## src/common/mpps_pkg.sv

```systemverilog
// Functional notes
// - 06h latches signed target; sign sets direction
// - counter-relative drive reverses the target direction
// - absolute target measured from logical zero
// - same-direction target rewrite in relative modes; passed target stops
// - 07h manual decel point, used when selected
// - output count is target magnitude or distance
// - 09h loads logical counter; read via 30h
// - logical counter follows plus/minus output pulses
// - 0Ah loads encoder counter; read via 31h
// - encoder counter follows encoder input pulses
// - 0Bh loads upper soft limit threshold
// - 0Ch loads lower soft limit threshold
// - 0Dh loads signed offset, resets to zero
// - 0Eh logical ring max, all-ones means off
// - 0Fh encoder ring max, all-ones means off
// - 10h loads compare zero; read via 34h
// - 11h loads compare one; read via 35h
// - compare results drive compare outputs
package mpps_pkg;
  // command codes
  localparam logic [7:0] CMD_TGT   = 8'h06;
  localparam logic [7:0] CMD_DECPT = 8'h07;
  localparam logic [7:0] CMD_LPOS  = 8'h09;
  localparam logic [7:0] CMD_EPOS  = 8'h0a;
  localparam logic [7:0] CMD_SLP   = 8'h0b;
  localparam logic [7:0] CMD_SLM   = 8'h0c;
  localparam logic [7:0] CMD_OFS   = 8'h0d;
  localparam logic [7:0] CMD_LMAX  = 8'h0e;
  localparam logic [7:0] CMD_RX    = 8'h0f;
  localparam logic [7:0] CMD_CMP0  = 8'h10;
  localparam logic [7:0] CMD_CMP1  = 8'h11;
  localparam logic [7:0] RD_LPOS   = 8'h30;
  localparam logic [7:0] RD_EPOS   = 8'h31;
  localparam logic [7:0] RD_CMP0   = 8'h34;
  localparam logic [7:0] RD_CMP1   = 8'h35;
  // register byte offsets
  localparam logic [7:0] ADR_CMD   = 8'h00;
  localparam logic [7:0] ADR_LOW   = 8'h04;
  localparam logic [7:0] ADR_HIGH  = 8'h08;
  localparam logic [7:0] ADR_LIMIT = 8'h0c;
  localparam logic [7:0] ADR_ACCEL = 8'h10;
  localparam logic [7:0] ADR_RDATA = 8'h14;
  localparam logic [7:0] ADR_DRIVE = 8'h18;
  localparam logic [7:0] ADR_STAT  = 8'h1c;
  localparam logic [7:0] ADR_OFS   = 8'h20;
  // field positions
  localparam int LIM_PLUS_EN  = 0;
  localparam int LIM_MINUS_EN = 1;
  localparam int LIM_SRC_ENC  = 2;
  localparam int LIM_DEC_STOP = 3;
  localparam int MAN_DEC_BIT  = 0;
  localparam int DRV_START    = 2;
  localparam int DRV_STOP     = 3;
  localparam logic [1:0] MODE_REL  = 2'h0;
  localparam logic [1:0] MODE_CREL = 2'h1;
  localparam logic [1:0] MODE_ABS  = 2'h2;
  // reset values
  localparam logic [31:0] RING_OFF = 32'hffffffff;
  localparam logic [15:0] AO_RST   = 16'h0000;
  // timing
  localparam int CLK_MHZ        = 20;
  localparam int CMD_ACCESS_NS  = 125;
  localparam int CMD_BUSY_RAW   = (CMD_ACCESS_NS * CLK_MHZ) / 1000;
  localparam int CMD_BUSY_CYC   = (CMD_BUSY_RAW < 1) ? 1 : CMD_BUSY_RAW;
  localparam int STEP_DIV_DEF   = 20;
  typedef enum logic [1:0] {
    ST_IDLE = 2'b01,
    ST_RUN  = 2'b10
  } mpps_state_t;
endpackage : mpps_pkg

```

## src/core/mpps_core.sv

```systemverilog
// Implementation choices: the address map and the Wishbone register port.
`timescale 1ns/100ps
module mpps_core #(
  parameter int STEP_DIV = mpps_pkg::STEP_DIV_DEF
) (
  // clock and reset
  input  wire logic        REF_CLK,
  input  wire logic        RST,
  // wishbone slave
  input  wire logic        WB_CYC_I,
  input  wire logic        WB_STB_I,
  input  wire logic        WB_WE_I,
  input  wire logic [7:0]  WB_ADR_I,
  input  wire logic [3:0]  WB_SEL_I,
  input  wire logic [31:0] WB_DAT_I,
  output logic      [31:0] WB_DAT_O,
  output logic             WB_ACK_O,
  // encoder pulses
  input  wire logic        ENC_UP,
  input  wire logic        ENC_DOWN,
  // drive outputs
  output logic             PULSE_PLUS,
  output logic             PULSE_MINUS,
  output logic             DRIVE_BUSY,
  output logic             DECEL_ACTIVE,
  output logic             CMP_ZERO_OUT,
  output logic             CMP_ONE_OUT
);
  import mpps_pkg::*;

  function automatic logic [31:0] ring_step(input logic [31:0] v,
                                            input logic [31:0] mx,
                                            input logic        up);
    if (mx == RING_OFF) begin
      ring_step = up ? v + 32'h1 : v - 32'h1;
    end else if (up) begin
      ring_step = (v == mx) ? 32'h0 : v + 32'h1;
    end else begin
      ring_step = (v == 32'h0) ? mx : v - 32'h1;
    end
  endfunction : ring_step

  function automatic logic [31:0] merge(input logic [31:0] old,
                                        input logic [31:0] nw,
                                        input logic [3:0]  sel);
    for (int i = 0; i < 4; i++) begin
      merge[8*i +: 8] = sel[i] ? nw[8*i +: 8] : old[8*i +: 8];
    end
  endfunction : merge

  function automatic logic [31:0] mag(input logic [31:0] v);
    mag = v[31] ? (32'h0 - v) : v;
  endfunction : mag

  // bus and parameter state
  logic [31:0] wb_dat_ff, nxt_wb_dat;
  logic        wb_ack_ff, nxt_wb_ack;
  logic [15:0] low_data_ff, nxt_low_data;
  logic [15:0] high_data_ff, nxt_high_data;
  logic [3:0]  limit_ctl_ff, nxt_limit_ctl;
  logic        accel_mode_ff, nxt_accel_mode;
  logic [1:0]  drive_mode_ff, nxt_drive_mode;
  logic [7:0]  rd_sel_ff, nxt_rd_sel;
  logic [1:0]  cmd_busy_ff, nxt_cmd_busy;
  logic [31:0] target_pulse_count_ff, nxt_target_pulse_count;
  logic [31:0] manual_decel_point_ff, nxt_manual_decel_point;
  logic [31:0] logical_position_count_ff, nxt_logical_position_count;
  logic [31:0] encoder_position_count_ff, nxt_encoder_position_count;
  logic [31:0] upper_soft_limit_reg_ff, nxt_upper_soft_limit_reg;
  logic [31:0] lower_soft_limit_reg_ff, nxt_lower_soft_limit_reg;
  logic [15:0] accel_count_offset_ff, nxt_accel_count_offset;
  logic [31:0] logical_ring_max_ff, nxt_logical_ring_max;
  logic [31:0] encoder_ring_max_ff, nxt_encoder_ring_max;
  logic [31:0] compare_value_zero_ff, nxt_compare_value_zero;
  logic [31:0] compare_value_one_ff, nxt_compare_value_one;
  // drive state
  mpps_state_t state_ff, nxt_state;
  logic [31:0] total_ff, nxt_total;
  logic [31:0] done_ff, nxt_done;
  logic        dir_minus_ff, nxt_dir_minus;
  logic [15:0] div_ff, nxt_div;
  logic        plus_ff, nxt_plus;
  logic        minus_ff, nxt_minus;
  logic        busy_ff, nxt_busy;
  logic        decel_ff, nxt_decel;
  logic        cmp0_ff, nxt_cmp0;
  logic        cmp1_ff, nxt_cmp1;
  logic        lim_stop_ff, nxt_lim_stop;

  logic        req;
  logic        wr;
  logic        cmd_wr;
  logic [7:0]  cmd;
  logic [31:0] data32;
  logic [31:0] rd_value;
  logic [31:0] lim_src;
  logic        hit_upper;
  logic        hit_lower;
  logic [31:0] diff;

  always_comb begin
    req    = WB_CYC_I && WB_STB_I && !wb_ack_ff;
    wr     = req && WB_WE_I;
    cmd_wr = wr && (WB_ADR_I == ADR_CMD) && WB_SEL_I[0];
    cmd    = WB_DAT_I[7:0];
    data32 = {high_data_ff, low_data_ff};
    case (rd_sel_ff)
      RD_LPOS: rd_value = logical_position_count_ff;
      RD_EPOS: rd_value = encoder_position_count_ff;
      RD_CMP0: rd_value = compare_value_zero_ff;
      RD_CMP1: rd_value = compare_value_one_ff;
      default: rd_value = 32'h0;
    endcase
    lim_src   = limit_ctl_ff[LIM_SRC_ENC] ? encoder_position_count_ff
                                          : logical_position_count_ff;
    hit_upper = limit_ctl_ff[LIM_PLUS_EN]
                && ($signed(lim_src) >= $signed(upper_soft_limit_reg_ff));
    hit_lower = limit_ctl_ff[LIM_MINUS_EN]
                && ($signed(lim_src) <= $signed(lower_soft_limit_reg_ff));
    diff      = target_pulse_count_ff - logical_position_count_ff;
  end

  always_comb begin
    nxt_wb_ack                 = req;
    nxt_wb_dat                 = wb_dat_ff;
    nxt_low_data               = low_data_ff;
    nxt_high_data              = high_data_ff;
    nxt_limit_ctl              = limit_ctl_ff;
    nxt_accel_mode             = accel_mode_ff;
    nxt_drive_mode             = drive_mode_ff;
    nxt_rd_sel                 = rd_sel_ff;
    nxt_cmd_busy               = (cmd_busy_ff != 2'h0) ? cmd_busy_ff - 2'h1 : 2'h0;
    nxt_target_pulse_count     = target_pulse_count_ff;
    nxt_manual_decel_point     = manual_decel_point_ff;
    nxt_logical_position_count = logical_position_count_ff;
    nxt_encoder_position_count = encoder_position_count_ff;
    nxt_upper_soft_limit_reg   = upper_soft_limit_reg_ff;
    nxt_lower_soft_limit_reg   = lower_soft_limit_reg_ff;
    nxt_accel_count_offset     = accel_count_offset_ff;
    nxt_logical_ring_max       = logical_ring_max_ff;
    nxt_encoder_ring_max       = encoder_ring_max_ff;
    nxt_compare_value_zero     = compare_value_zero_ff;
    nxt_compare_value_one      = compare_value_one_ff;
    nxt_state                  = state_ff;
    nxt_total                  = total_ff;
    nxt_done                   = done_ff;
    nxt_dir_minus              = dir_minus_ff;
    nxt_div                    = div_ff;
    nxt_plus                   = 1'b0;
    nxt_minus                  = 1'b0;
    nxt_lim_stop               = lim_stop_ff;

    // counters count first so that a command load in the same cycle wins
    if (ENC_UP != ENC_DOWN) begin
      nxt_encoder_position_count = ring_step(encoder_position_count_ff,
                                             encoder_ring_max_ff, ENC_UP);
    end
    if (plus_ff || minus_ff) begin
      nxt_logical_position_count = ring_step(logical_position_count_ff,
                                             logical_ring_max_ff, plus_ff);
    end

    // drive sequencer
    case (state_ff)
      ST_IDLE: begin
        if (wr && (WB_ADR_I == ADR_DRIVE) && WB_SEL_I[0] && WB_DAT_I[DRV_START]) begin
          nxt_done     = 32'h0;
          nxt_div      = 16'h0;
          nxt_lim_stop = 1'b0;
          if (WB_DAT_I[1:0] == MODE_ABS) begin
            nxt_total     = mag(diff);
            nxt_dir_minus = diff[31];
          end else begin
            nxt_total     = mag(target_pulse_count_ff);
            nxt_dir_minus = target_pulse_count_ff[31] ^
                            (WB_DAT_I[1:0] == MODE_CREL);
          end
          nxt_state = ST_RUN;
        end
      end
      ST_RUN: begin
        if (div_ff == 16'(STEP_DIV - 1)) begin
          nxt_div = 16'h0;
        end else begin
          nxt_div = div_ff + 16'h1;
        end
        if (wr && (WB_ADR_I == ADR_DRIVE) && WB_SEL_I[0] && WB_DAT_I[DRV_STOP]) begin
          nxt_state = ST_IDLE;
        end else if ((!dir_minus_ff && hit_upper) || (dir_minus_ff && hit_lower)) begin
          nxt_lim_stop = 1'b1;
          nxt_state    = ST_IDLE;
        end else if (done_ff >= total_ff) begin
          // a rewritten target already passed ends the drive here at once
          nxt_state = ST_IDLE;
        end else if (div_ff == 16'(STEP_DIV - 1)) begin
          nxt_plus  = !dir_minus_ff;
          nxt_minus = dir_minus_ff;
          nxt_done  = done_ff + 32'h1;
        end
      end
      default: nxt_state = ST_IDLE;
    endcase

    // register writes
    if (wr) begin
      case (WB_ADR_I)
        ADR_LOW: begin
          if (WB_SEL_I[0]) nxt_low_data[7:0] = WB_DAT_I[7:0];
          if (WB_SEL_I[1]) nxt_low_data[15:8] = WB_DAT_I[15:8];
        end
        ADR_HIGH: begin
          if (WB_SEL_I[0]) nxt_high_data[7:0] = WB_DAT_I[7:0];
          if (WB_SEL_I[1]) nxt_high_data[15:8] = WB_DAT_I[15:8];
        end
        ADR_LIMIT: if (WB_SEL_I[0]) nxt_limit_ctl = WB_DAT_I[3:0];
        ADR_ACCEL: if (WB_SEL_I[0]) nxt_accel_mode = WB_DAT_I[MAN_DEC_BIT];
        ADR_DRIVE: begin
          if (WB_SEL_I[0] && state_ff == ST_IDLE) nxt_drive_mode = WB_DAT_I[1:0];
        end
        default: nxt_rd_sel = rd_sel_ff;
      endcase
    end
    if (cmd_wr) begin
      nxt_cmd_busy = 2'(CMD_BUSY_CYC);
      case (cmd)
        CMD_TGT: begin
          nxt_target_pulse_count = data32;
          // relative rewrites retarget the running count; absolute keeps it
          if (state_ff == ST_RUN && drive_mode_ff != MODE_ABS) begin
            nxt_total = mag(data32);
          end
        end
        CMD_DECPT: nxt_manual_decel_point = data32;
        CMD_LPOS:  nxt_logical_position_count = data32;
        CMD_EPOS:  nxt_encoder_position_count = data32;
        CMD_SLP:   nxt_upper_soft_limit_reg = data32;
        CMD_SLM:   nxt_lower_soft_limit_reg = data32;
        CMD_OFS:   nxt_accel_count_offset = low_data_ff;
        CMD_LMAX:  nxt_logical_ring_max = data32;
        CMD_RX:    nxt_encoder_ring_max = data32;
        CMD_CMP0:  nxt_compare_value_zero = data32;
        CMD_CMP1:  nxt_compare_value_one = data32;
        RD_LPOS, RD_EPOS, RD_CMP0, RD_CMP1: nxt_rd_sel = cmd;
        default: nxt_rd_sel = rd_sel_ff;
      endcase
    end

    // read path
    if (req && !WB_WE_I) begin
      case (WB_ADR_I)
        ADR_LOW:   nxt_wb_dat = {16'h0, low_data_ff};
        ADR_HIGH:  nxt_wb_dat = {16'h0, high_data_ff};
        ADR_LIMIT: nxt_wb_dat = {28'h0, limit_ctl_ff};
        ADR_ACCEL: nxt_wb_dat = {31'h0, accel_mode_ff};
        ADR_RDATA: nxt_wb_dat = rd_value;
        ADR_DRIVE: nxt_wb_dat = {30'h0, drive_mode_ff};
        ADR_STAT:  nxt_wb_dat = {24'h0, hit_lower, hit_upper, cmd_busy_ff != 2'h0,
                                 lim_stop_ff, cmp1_ff, cmp0_ff, decel_ff, busy_ff};
        ADR_OFS:   nxt_wb_dat = {{16{accel_count_offset_ff[15]}}, accel_count_offset_ff};
        default:   nxt_wb_dat = 32'h0;
      endcase
    end

    nxt_busy  = (nxt_state == ST_RUN);
    nxt_decel = (state_ff == ST_RUN) && accel_mode_ff
                && (done_ff >= manual_decel_point_ff);
    nxt_cmp0  = ($signed(logical_position_count_ff)
                 >= $signed(compare_value_zero_ff));
    nxt_cmp1  = ($signed(logical_position_count_ff)
                 >= $signed(compare_value_one_ff));
  end

  always_ff @(posedge REF_CLK) begin
    if (RST) begin
      wb_dat_ff                 <= 32'h0;
      wb_ack_ff                 <= 1'b0;
      low_data_ff               <= 16'h0;
      high_data_ff              <= 16'h0;
      limit_ctl_ff              <= 4'h0;
      accel_mode_ff             <= 1'b0;
      drive_mode_ff             <= MODE_REL;
      rd_sel_ff                 <= RD_LPOS;
      cmd_busy_ff               <= 2'h0;
      target_pulse_count_ff     <= 32'h0;
      manual_decel_point_ff     <= 32'h0;
      logical_position_count_ff <= 32'h0;
      encoder_position_count_ff <= 32'h0;
      upper_soft_limit_reg_ff   <= 32'h0;
      lower_soft_limit_reg_ff   <= 32'h0;
      accel_count_offset_ff     <= AO_RST;
      logical_ring_max_ff       <= RING_OFF;
      encoder_ring_max_ff       <= RING_OFF;
      compare_value_zero_ff     <= 32'h0;
      compare_value_one_ff      <= 32'h0;
      state_ff                  <= ST_IDLE;
      total_ff                  <= 32'h0;
      done_ff                   <= 32'h0;
      dir_minus_ff              <= 1'b0;
      div_ff                    <= 16'h0;
      plus_ff                   <= 1'b0;
      minus_ff                  <= 1'b0;
      busy_ff                   <= 1'b0;
      decel_ff                  <= 1'b0;
      cmp0_ff                   <= 1'b0;
      cmp1_ff                   <= 1'b0;
      lim_stop_ff               <= 1'b0;
    end else begin
      wb_dat_ff                 <= nxt_wb_dat;
      wb_ack_ff                 <= nxt_wb_ack;
      low_data_ff               <= nxt_low_data;
      high_data_ff              <= nxt_high_data;
      limit_ctl_ff              <= nxt_limit_ctl;
      accel_mode_ff             <= nxt_accel_mode;
      drive_mode_ff             <= nxt_drive_mode;
      rd_sel_ff                 <= nxt_rd_sel;
      cmd_busy_ff               <= nxt_cmd_busy;
      target_pulse_count_ff     <= nxt_target_pulse_count;
      manual_decel_point_ff     <= nxt_manual_decel_point;
      logical_position_count_ff <= nxt_logical_position_count;
      encoder_position_count_ff <= nxt_encoder_position_count;
      upper_soft_limit_reg_ff   <= nxt_upper_soft_limit_reg;
      lower_soft_limit_reg_ff   <= nxt_lower_soft_limit_reg;
      accel_count_offset_ff     <= nxt_accel_count_offset;
      logical_ring_max_ff       <= nxt_logical_ring_max;
      encoder_ring_max_ff       <= nxt_encoder_ring_max;
      compare_value_zero_ff     <= nxt_compare_value_zero;
      compare_value_one_ff      <= nxt_compare_value_one;
      state_ff                  <= nxt_state;
      total_ff                  <= nxt_total;
      done_ff                   <= nxt_done;
      dir_minus_ff              <= nxt_dir_minus;
      div_ff                    <= nxt_div;
      plus_ff                   <= nxt_plus;
      minus_ff                  <= nxt_minus;
      busy_ff                   <= nxt_busy;
      decel_ff                  <= nxt_decel;
      cmp0_ff                   <= nxt_cmp0;
      cmp1_ff                   <= nxt_cmp1;
      lim_stop_ff               <= nxt_lim_stop;
    end
  end

  assign WB_DAT_O     = wb_dat_ff;
  assign WB_ACK_O     = wb_ack_ff;
  assign PULSE_PLUS   = plus_ff;
  assign PULSE_MINUS  = minus_ff;
  assign DRIVE_BUSY   = busy_ff;
  assign DECEL_ACTIVE = decel_ff;
  assign CMP_ZERO_OUT = cmp0_ff;
  assign CMP_ONE_OUT  = cmp1_ff;
endmodule : mpps_core

```

## config.mk

```make
export PLATFORM = sky130hd
export DESIGN_NAME = mpps_core
export DESIGN_NICKNAME = d
export VERILOG_FILES = /design/src/common/mpps_pkg.sv /design/src/core/mpps_core.sv
export SDC_FILE = /design/constraint.sdc
export NUM_CORES = 2
export LEC_CHECK = 0
export ABC_AREA = 1
export BUFFER_PORTS_ARGS = -buffer_cell sky130_fd_sc_hd__buf_4
export CAP_MARGIN = 20
export CORE_ASPECT_RATIO = 1.25
export CORE_MARGIN = 2
export CORE_UTILIZATION = 55
export DETAILED_ROUTE_END_ITERATION = 10
export GPL_TIMING_DRIVEN = 0
export PLACE_DENSITY = 0.72
export SYNTH_ARGS = -nofsm -noshare
export SYNTH_HDL_FRONTEND = slang
export SYNTH_SLANG_ARGS = --single-unit
```

## constraint.sdc

```tcl
create_clock -name REF_CLK -period 3.9 [get_ports REF_CLK]
set_clock_uncertainty 0.2 [all_clocks]
set_input_delay 0.78 -clock REF_CLK [delete_from_list [all_inputs] [get_ports REF_CLK]]
set_output_delay 0.78 -clock REF_CLK [all_outputs]
set_load 0.05 [all_outputs]
```

[Word level (Yosys, flattened, before mapping)]
Cells that the tools add are included.
Storage, ports and cells
  logic and storage cells: 202
  register bits: 508
  input bits: 51
  output and inout port bits: 39
Operators by class
  equality and inequality tests: 45
  reductions and logical operators: 52
  magnitude comparators: 6
  multiplexer cells: 49
  bitwise gates (word level): 4
  add/sub/neg operators: 11
Operators by type and width (count)
  $mux W32: 31
  $pmux W32 S8: 1
  $ge A32 B32 Y1: 5
  $pmux W32 S4: 1
  $add A32 B1 Y32 const B: 3
  $sub A1 B32 Y32 const A: 3
  $eq A8 B4 Y1 const B: 9
  $eq A8 B6 Y1 const B: 9
  $eq A32 B32 Y1: 2
  $eq A32 B32 Y1 const B: 2
  $logic_not A32 Y1: 2
  $pmux W32 S2: 1
  $sub A32 B1 Y32 const B: 2
  $eq A8 B5 Y1 const B: 6
  $le A32 B32 Y1: 1
  $mux W16: 2
  $pmux W16 S2: 1
  $sub A32 B32 Y32: 1
  $eq A8 B3 Y1 const B: 3
  $reduce_and A2 Y1: 12
  $reduce_and A3 Y1: 7
  $logic_and A1 B1 Y1: 18
  $add A16 B1 Y16 const B: 1
  $eq A16 B5 Y1 const B: 1
  20 further kinds: 43

[Logic depth before layout (Yosys ltp)]
  depth in word-level cells: 11
  mapped depth: 26
  mapped depth without buffers: 25

[Worst setup path before layout]
OpenSTA, ideal clock, no wires.
  path kind: reg2reg
  start: reg limit_ctl_ff[2]
  end: reg done_ff[6]
  setup time: 0.064 ns
  arrival time: 2.821 ns
  clock period less this slack: 3.085 ns
  slack: 0.815 ns
  buffers on the path: 3
  cell stages (with the launch flop): 20
  data required time: 3.636 ns
  cell sequence: dfxtp_1 > clkbuf_1 > clkbuf_1 > a21oi_1 > ha_1 > nand2_1 > nor2_1 > nand2_1 > nor3b_1 > nand2_1 > nand3b_1 > nand3_1 > nand3_1 > nand2_1 > nand2_2 > buf_4 > nand3_2 > o21ai_0 > inv_1 > nor2_1
Between the ends
  longest elaborated chain between the ends: 7
  elaborated cells on any way between the ends: 10
  those cells by class: 2 x order compare; 1 x eq/ne; 1 x mux; 6 x reduce/logical
Ends and longest elaborated chain
  from (decl): line mpps_core.sv:60  | logic [3:0] limit_ctl_ff, nxt_limit_ctl;
  from (signal assigned): line mpps_core.sv:312  | limit_ctl_ff <= nxt_limit_ctl;
  $mux W32 (*): line mpps_core.sv:114  | lim_src = limit_ctl_ff[LIM_SRC_ENC] ? encoder_position_count_ff
  $ge A32 B32 Y1 / $le A32 B32 Y1 (equally long branches): line mpps_core.sv:117, mpps_core.sv:119
  $logic_and A1 B1 Y1 (on tied branches): line mpps_core.sv:117, mpps_core.sv:119
  $logic_and A1 B1 Y1: line mpps_core.sv:189  | end else if ((!dir_minus_ff && hit_upper) || (dir_minus_ff && hit_lower)) begin
  $logic_or A1 B1 Y1 (*): line mpps_core.sv:189
  $ne A2 B2 Y1 (no line) (*)
  $reduce_and A6 Y1 (no line) (*)
  to (signal assigned): line mpps_core.sv:330  | done_ff <= nxt_done;
  to (decl): line mpps_core.sv:79  | logic [31:0] done_ff, nxt_done;
Every way passes the cells marked *; elsewhere a longest branch is shown, timed or not.
A chain may end at the register's enable or synchronous reset.

[Worst setup path in the final report]
  start: in WB_ADR_I[7]
  end: reg lower_soft_limit_reg_ff[0]
Between the ends
  longest elaborated chain between the ends: 4
Ends and longest elaborated chain
  from (decl): line mpps_core.sv:13  | input wire logic [7:0] WB_ADR_I,
  $logic_not A8 Y1: line mpps_core.sv:104  | cmd_wr = wr && (WB_ADR_I == ADR_CMD) && WB_SEL_I[0];
  $logic_and A1 B1 Y1 (2 in a row): line mpps_core.sv:104
  $reduce_and A2 Y1 (no line)
  to (signal assigned): line mpps_core.sv:322  | lower_soft_limit_reg_ff <= nxt_lower_soft_limit_reg;
  to (decl): line mpps_core.sv:70  | logic [31:0] lower_soft_limit_reg_ff, nxt_lower_soft_limit_reg;
No other way between the ends.

==> out/results.ini <==
[synthesis]
syn-num-nets=5784
yosysMostFrequentCell=nand2_1
synth_top_area_cell=dfxtp_1
synth.distinct_cells=72
netlist_top_cells_area=dfxtp_1, nand2_1, ha_1
ys_top_cells_by_count=nand2_1, inv_1, a21oi_1, o21ai_0, dfxtp_1
syn_area_um2=36400
yosys.area.top_type_share_pct=27.9
syn_inst=5496
ys_async_sr_fraction_pct=0
synthFlopType=dfxtp_1
ys_warn_count=0
yosysSeqAreaShare_pct=27.9
ys_ff_latch=508
synth-edff-count=0
synth_area_per_cell_um2=6.63

[drt]
drt_iter0_drc=6308
drc=1
detail_route.vias_per_cell=6.48
drtAntennaViolNets=0
post_drt_wl_per_cell_um=26.5
firstDrtPassIters=11
finalWirelength_um=175000
vias=42800

[pwr]
p_sw_mw=3.46
p_clk_share_pct=45.9
swShare_pct=28.2
peakVddDrop_mv=0.340
combPwrFrac_pct=11.2
p_seq_share_pct=42.9
p_leak_nw=17.7
p_per_area_nw_per_um2=298
p_int_mw=8.81

[outcome]
violations=design-rule violations, negative setup slack
status=finished, violations left

[worst_setup_path]
critPathKind=in -> reg
reg2regPathDepth=11
crit_cells=11
cp_cell_sequence=buf_4 > nor2_1 > inv_1 > nor3_1 > inv_2 > nor2_1 > nand2_1 > nor2_1 > clkinv_1 > o21ai_0 > a21oi_1
crit_buf_inv=4
crit_top_cell=nor2_1
critPathLaunch=WB_ADR_I[7]
endpoint=lower_soft_limit_reg_ff[0]
worstPathRequired_ns=4.17
cp-start-kind=primary input
cp_slowest_stage_delay_ns=1.27
cp-end-kind=flop
worstReg2RegEnd=total_ff[28]
worstPathArrival_ns=4.29
cp_top_family=compound AO/OA/AOI/OAI gates
reg2reg_slack_ns=-0.08
r2r_start=low_data_ff[7]
worst_path_max_delay_cell=o21ai_0
path_max_fanout=10

[floorplanning]
die_area_um2=68300
ioPinCount=90
fp.coreArea_um2=65600
die_x_um=234
initial_core_util_pct=55.6
die_height_um=292
rows=105

[final_layout]
drive_gt1_share_pct=10.6
finish.utilization_pct=62.8
multi_input_area_um2=22600
nFillCells=6289
regArea_um2=10200
nets=5959
syn_to_final_growth_pct=13.1

[cts]
cts_buffer_depth=3
h-tree-depth=2
clk_latency_ns=0.65
cts.hold.buffers_added=0
clk_pin_slew_ns=0.07
cts_root_buf=clkbuf_16
cts_sinks=508
tritoncts.num_buffers=53
cts_tree=built

[sta]
setup_violations=4
finalWorstSetupSlack_ns=-0.117
maxSlewViolCount=0
fmaxAchievable_mhz=249
tightest_slew_ns=1.27
hold_violations=0
worst_slew_margin_rel_pct=15.2
final.min_clock_period_ns=4.02
finalCritPeriodShare_pct=103

[grt]
antenna_found_initial=33
grt_max_degree=16
grt_pass1_vias=39100
grt_pass1_wl_um=254000
grt_overflow=0
grt_usage_pct=51.0

[min_path]
hold_path.class=in -> reg

[flow_run]
maxCapViolCount=0

[placed_design]
gp_congestion=1.15
portBuffers=71
dp_slack_ns=-1.04
dp_hpwl_um=129000

[logic make-up after synthesis]
family | Yosys count | synth area share [%]
AOI/OAI and AO/OA | 1479 | 22.7
xor gates and xnor gates | 171 | 4.11
adders and majority gates | 237 | 8.16
buffers and inverters | 997 | 10.8
DFF | 508 | 27.9
and+or+nand+nor | 2104 | 26.3
[registers in the layout, indices dropped and copies added, names as in the netlist, 4 cells and up]
signal	count
encoder_position_count_ff	32
rd_sel_ff	8
manual_decel_point_ff	32
logical_position_count_ff	32
div_ff	16
logical_ring_max_ff	32
lower_soft_limit_reg_ff	32
WB_DAT_O	32
encoder_ring_max_ff	32
accel_count_offset_ff	16
limit_ctl_ff	4
target_pulse_count_ff	32
upper_soft_limit_reg_ff	32
high_data_ff	16
compare_value_one_ff	32
low_data_ff	16
total_ff	32
compare_value_zero_ff	32
done_ff	32
[through the flow]
step	instances	area (um2)	setup TNS (ns)	hold WS, ns	total power [mW]
after floorplan	5496	36400	0	0.215	6.16
after global placement	6423	38000	-45.16	0.240	6.59
after detailed placement	6434	38200	-42.69	0.240	6.60
after CTS	6533	40200	0	0.225	12.1
after global routing	6576	41100	-1.17	0.250	12.5
final	6600	41200	-0.246	0.237	12.3
[cell type report]
| class | count | area share, % |
|---|---|---|
| Buffer | 289 | 3.48 |
| Clock buffer | 70 | 3.67 |
| Clock inverter | 29 | 0.963 |
| Sequential cell | 508 | 24.8 |
| Inverter | 704 | 6.63 |
| Multi-Input combinational cell | 3991 | 54.9 |
| Antenna cell | 29 | 0.176 |
| Tap cell | 856 | 2.60 |
| Timing Repair Buffer | 124 | 2.82 |
[placed cells by master (no fill, tap or decap), types with 29 or more instances in the layout]
master,instances
nand2_1,981
inv_1,628
a21oi_1,563
o21ai_0,498
dfxtp_1,491
nor2_1,437
nand3_1,245
ha_1,224
clkbuf_1,180
nand4_1,128
buf_4,117
xor2_1,109
o211ai_1,100
nor3_1,93
o22ai_1,73
xnor2_1,62
a211oi_1,57
clkbuf_16,53
a221oi_1,50
o21ai_1,48
buf_2,46
nor4_1,35
nor2_2,34
inv_2,31
nand2_2,30
diode_2,29
[tightest hold or removal path, cell delays in order]
cell and delay [ns]:
buf_4 0.12, nor3_1 0.06, nor2_1 0.08
[per-layer routing]
layer	global-route usage (%)	share of wire, %
met2	72.0	41
met1	56.5	34
met4	47.9	12
met3	22.5	13
met5	1.74	0.22
[worst min-delay path by stage]
| stage | cells past startpoint | start | end | slack [ns] |
|---|---|---|---|---|
| 6_report | 3 | WB_DAT_I[7] | low_data_ff[7] | 0.24 |
| 5_1_grt | 3 | WB_DAT_I[7] | low_data_ff[7] | 0.25 |
| 4_1_cts | 3 | WB_DAT_I[7] | low_data_ff[7] | 0.22 |
| 3_5_place_dp | 1 | cmd_busy_ff[0] | cmd_busy_ff[0] | 0.24 |
| 3_3_place_gp | 1 | cmd_busy_ff[0] | cmd_busy_ff[0] | 0.24 |
| 2_1_floorplan | 1 | rd_sel_ff[5] | rd_sel_ff[5] | 0.22 |
[repair_timing]
action / 4_1_cts / 5_1_grt
setup endpoints to repair: 72 / 93
resized for setup: 68 / 168
buffers inserted: 2 / 30
cloned: 0 / 0
pin swaps: 0 / 5
[power groups by stage]
stage | clock network (mW) | registers [mW] | logic (mW)
after floorplan | 0 | 5.36 | 0.803
after global placement | 0 | 5.36 | 1.23
after detailed placement | 0 | 5.36 | 1.25
after CTS | 5.57 | 5.24 | 1.25
after global routing | 5.79 | 5.26 | 1.46
final | 5.63 | 5.26 | 1.37
(Power assumes the default switching activity.)
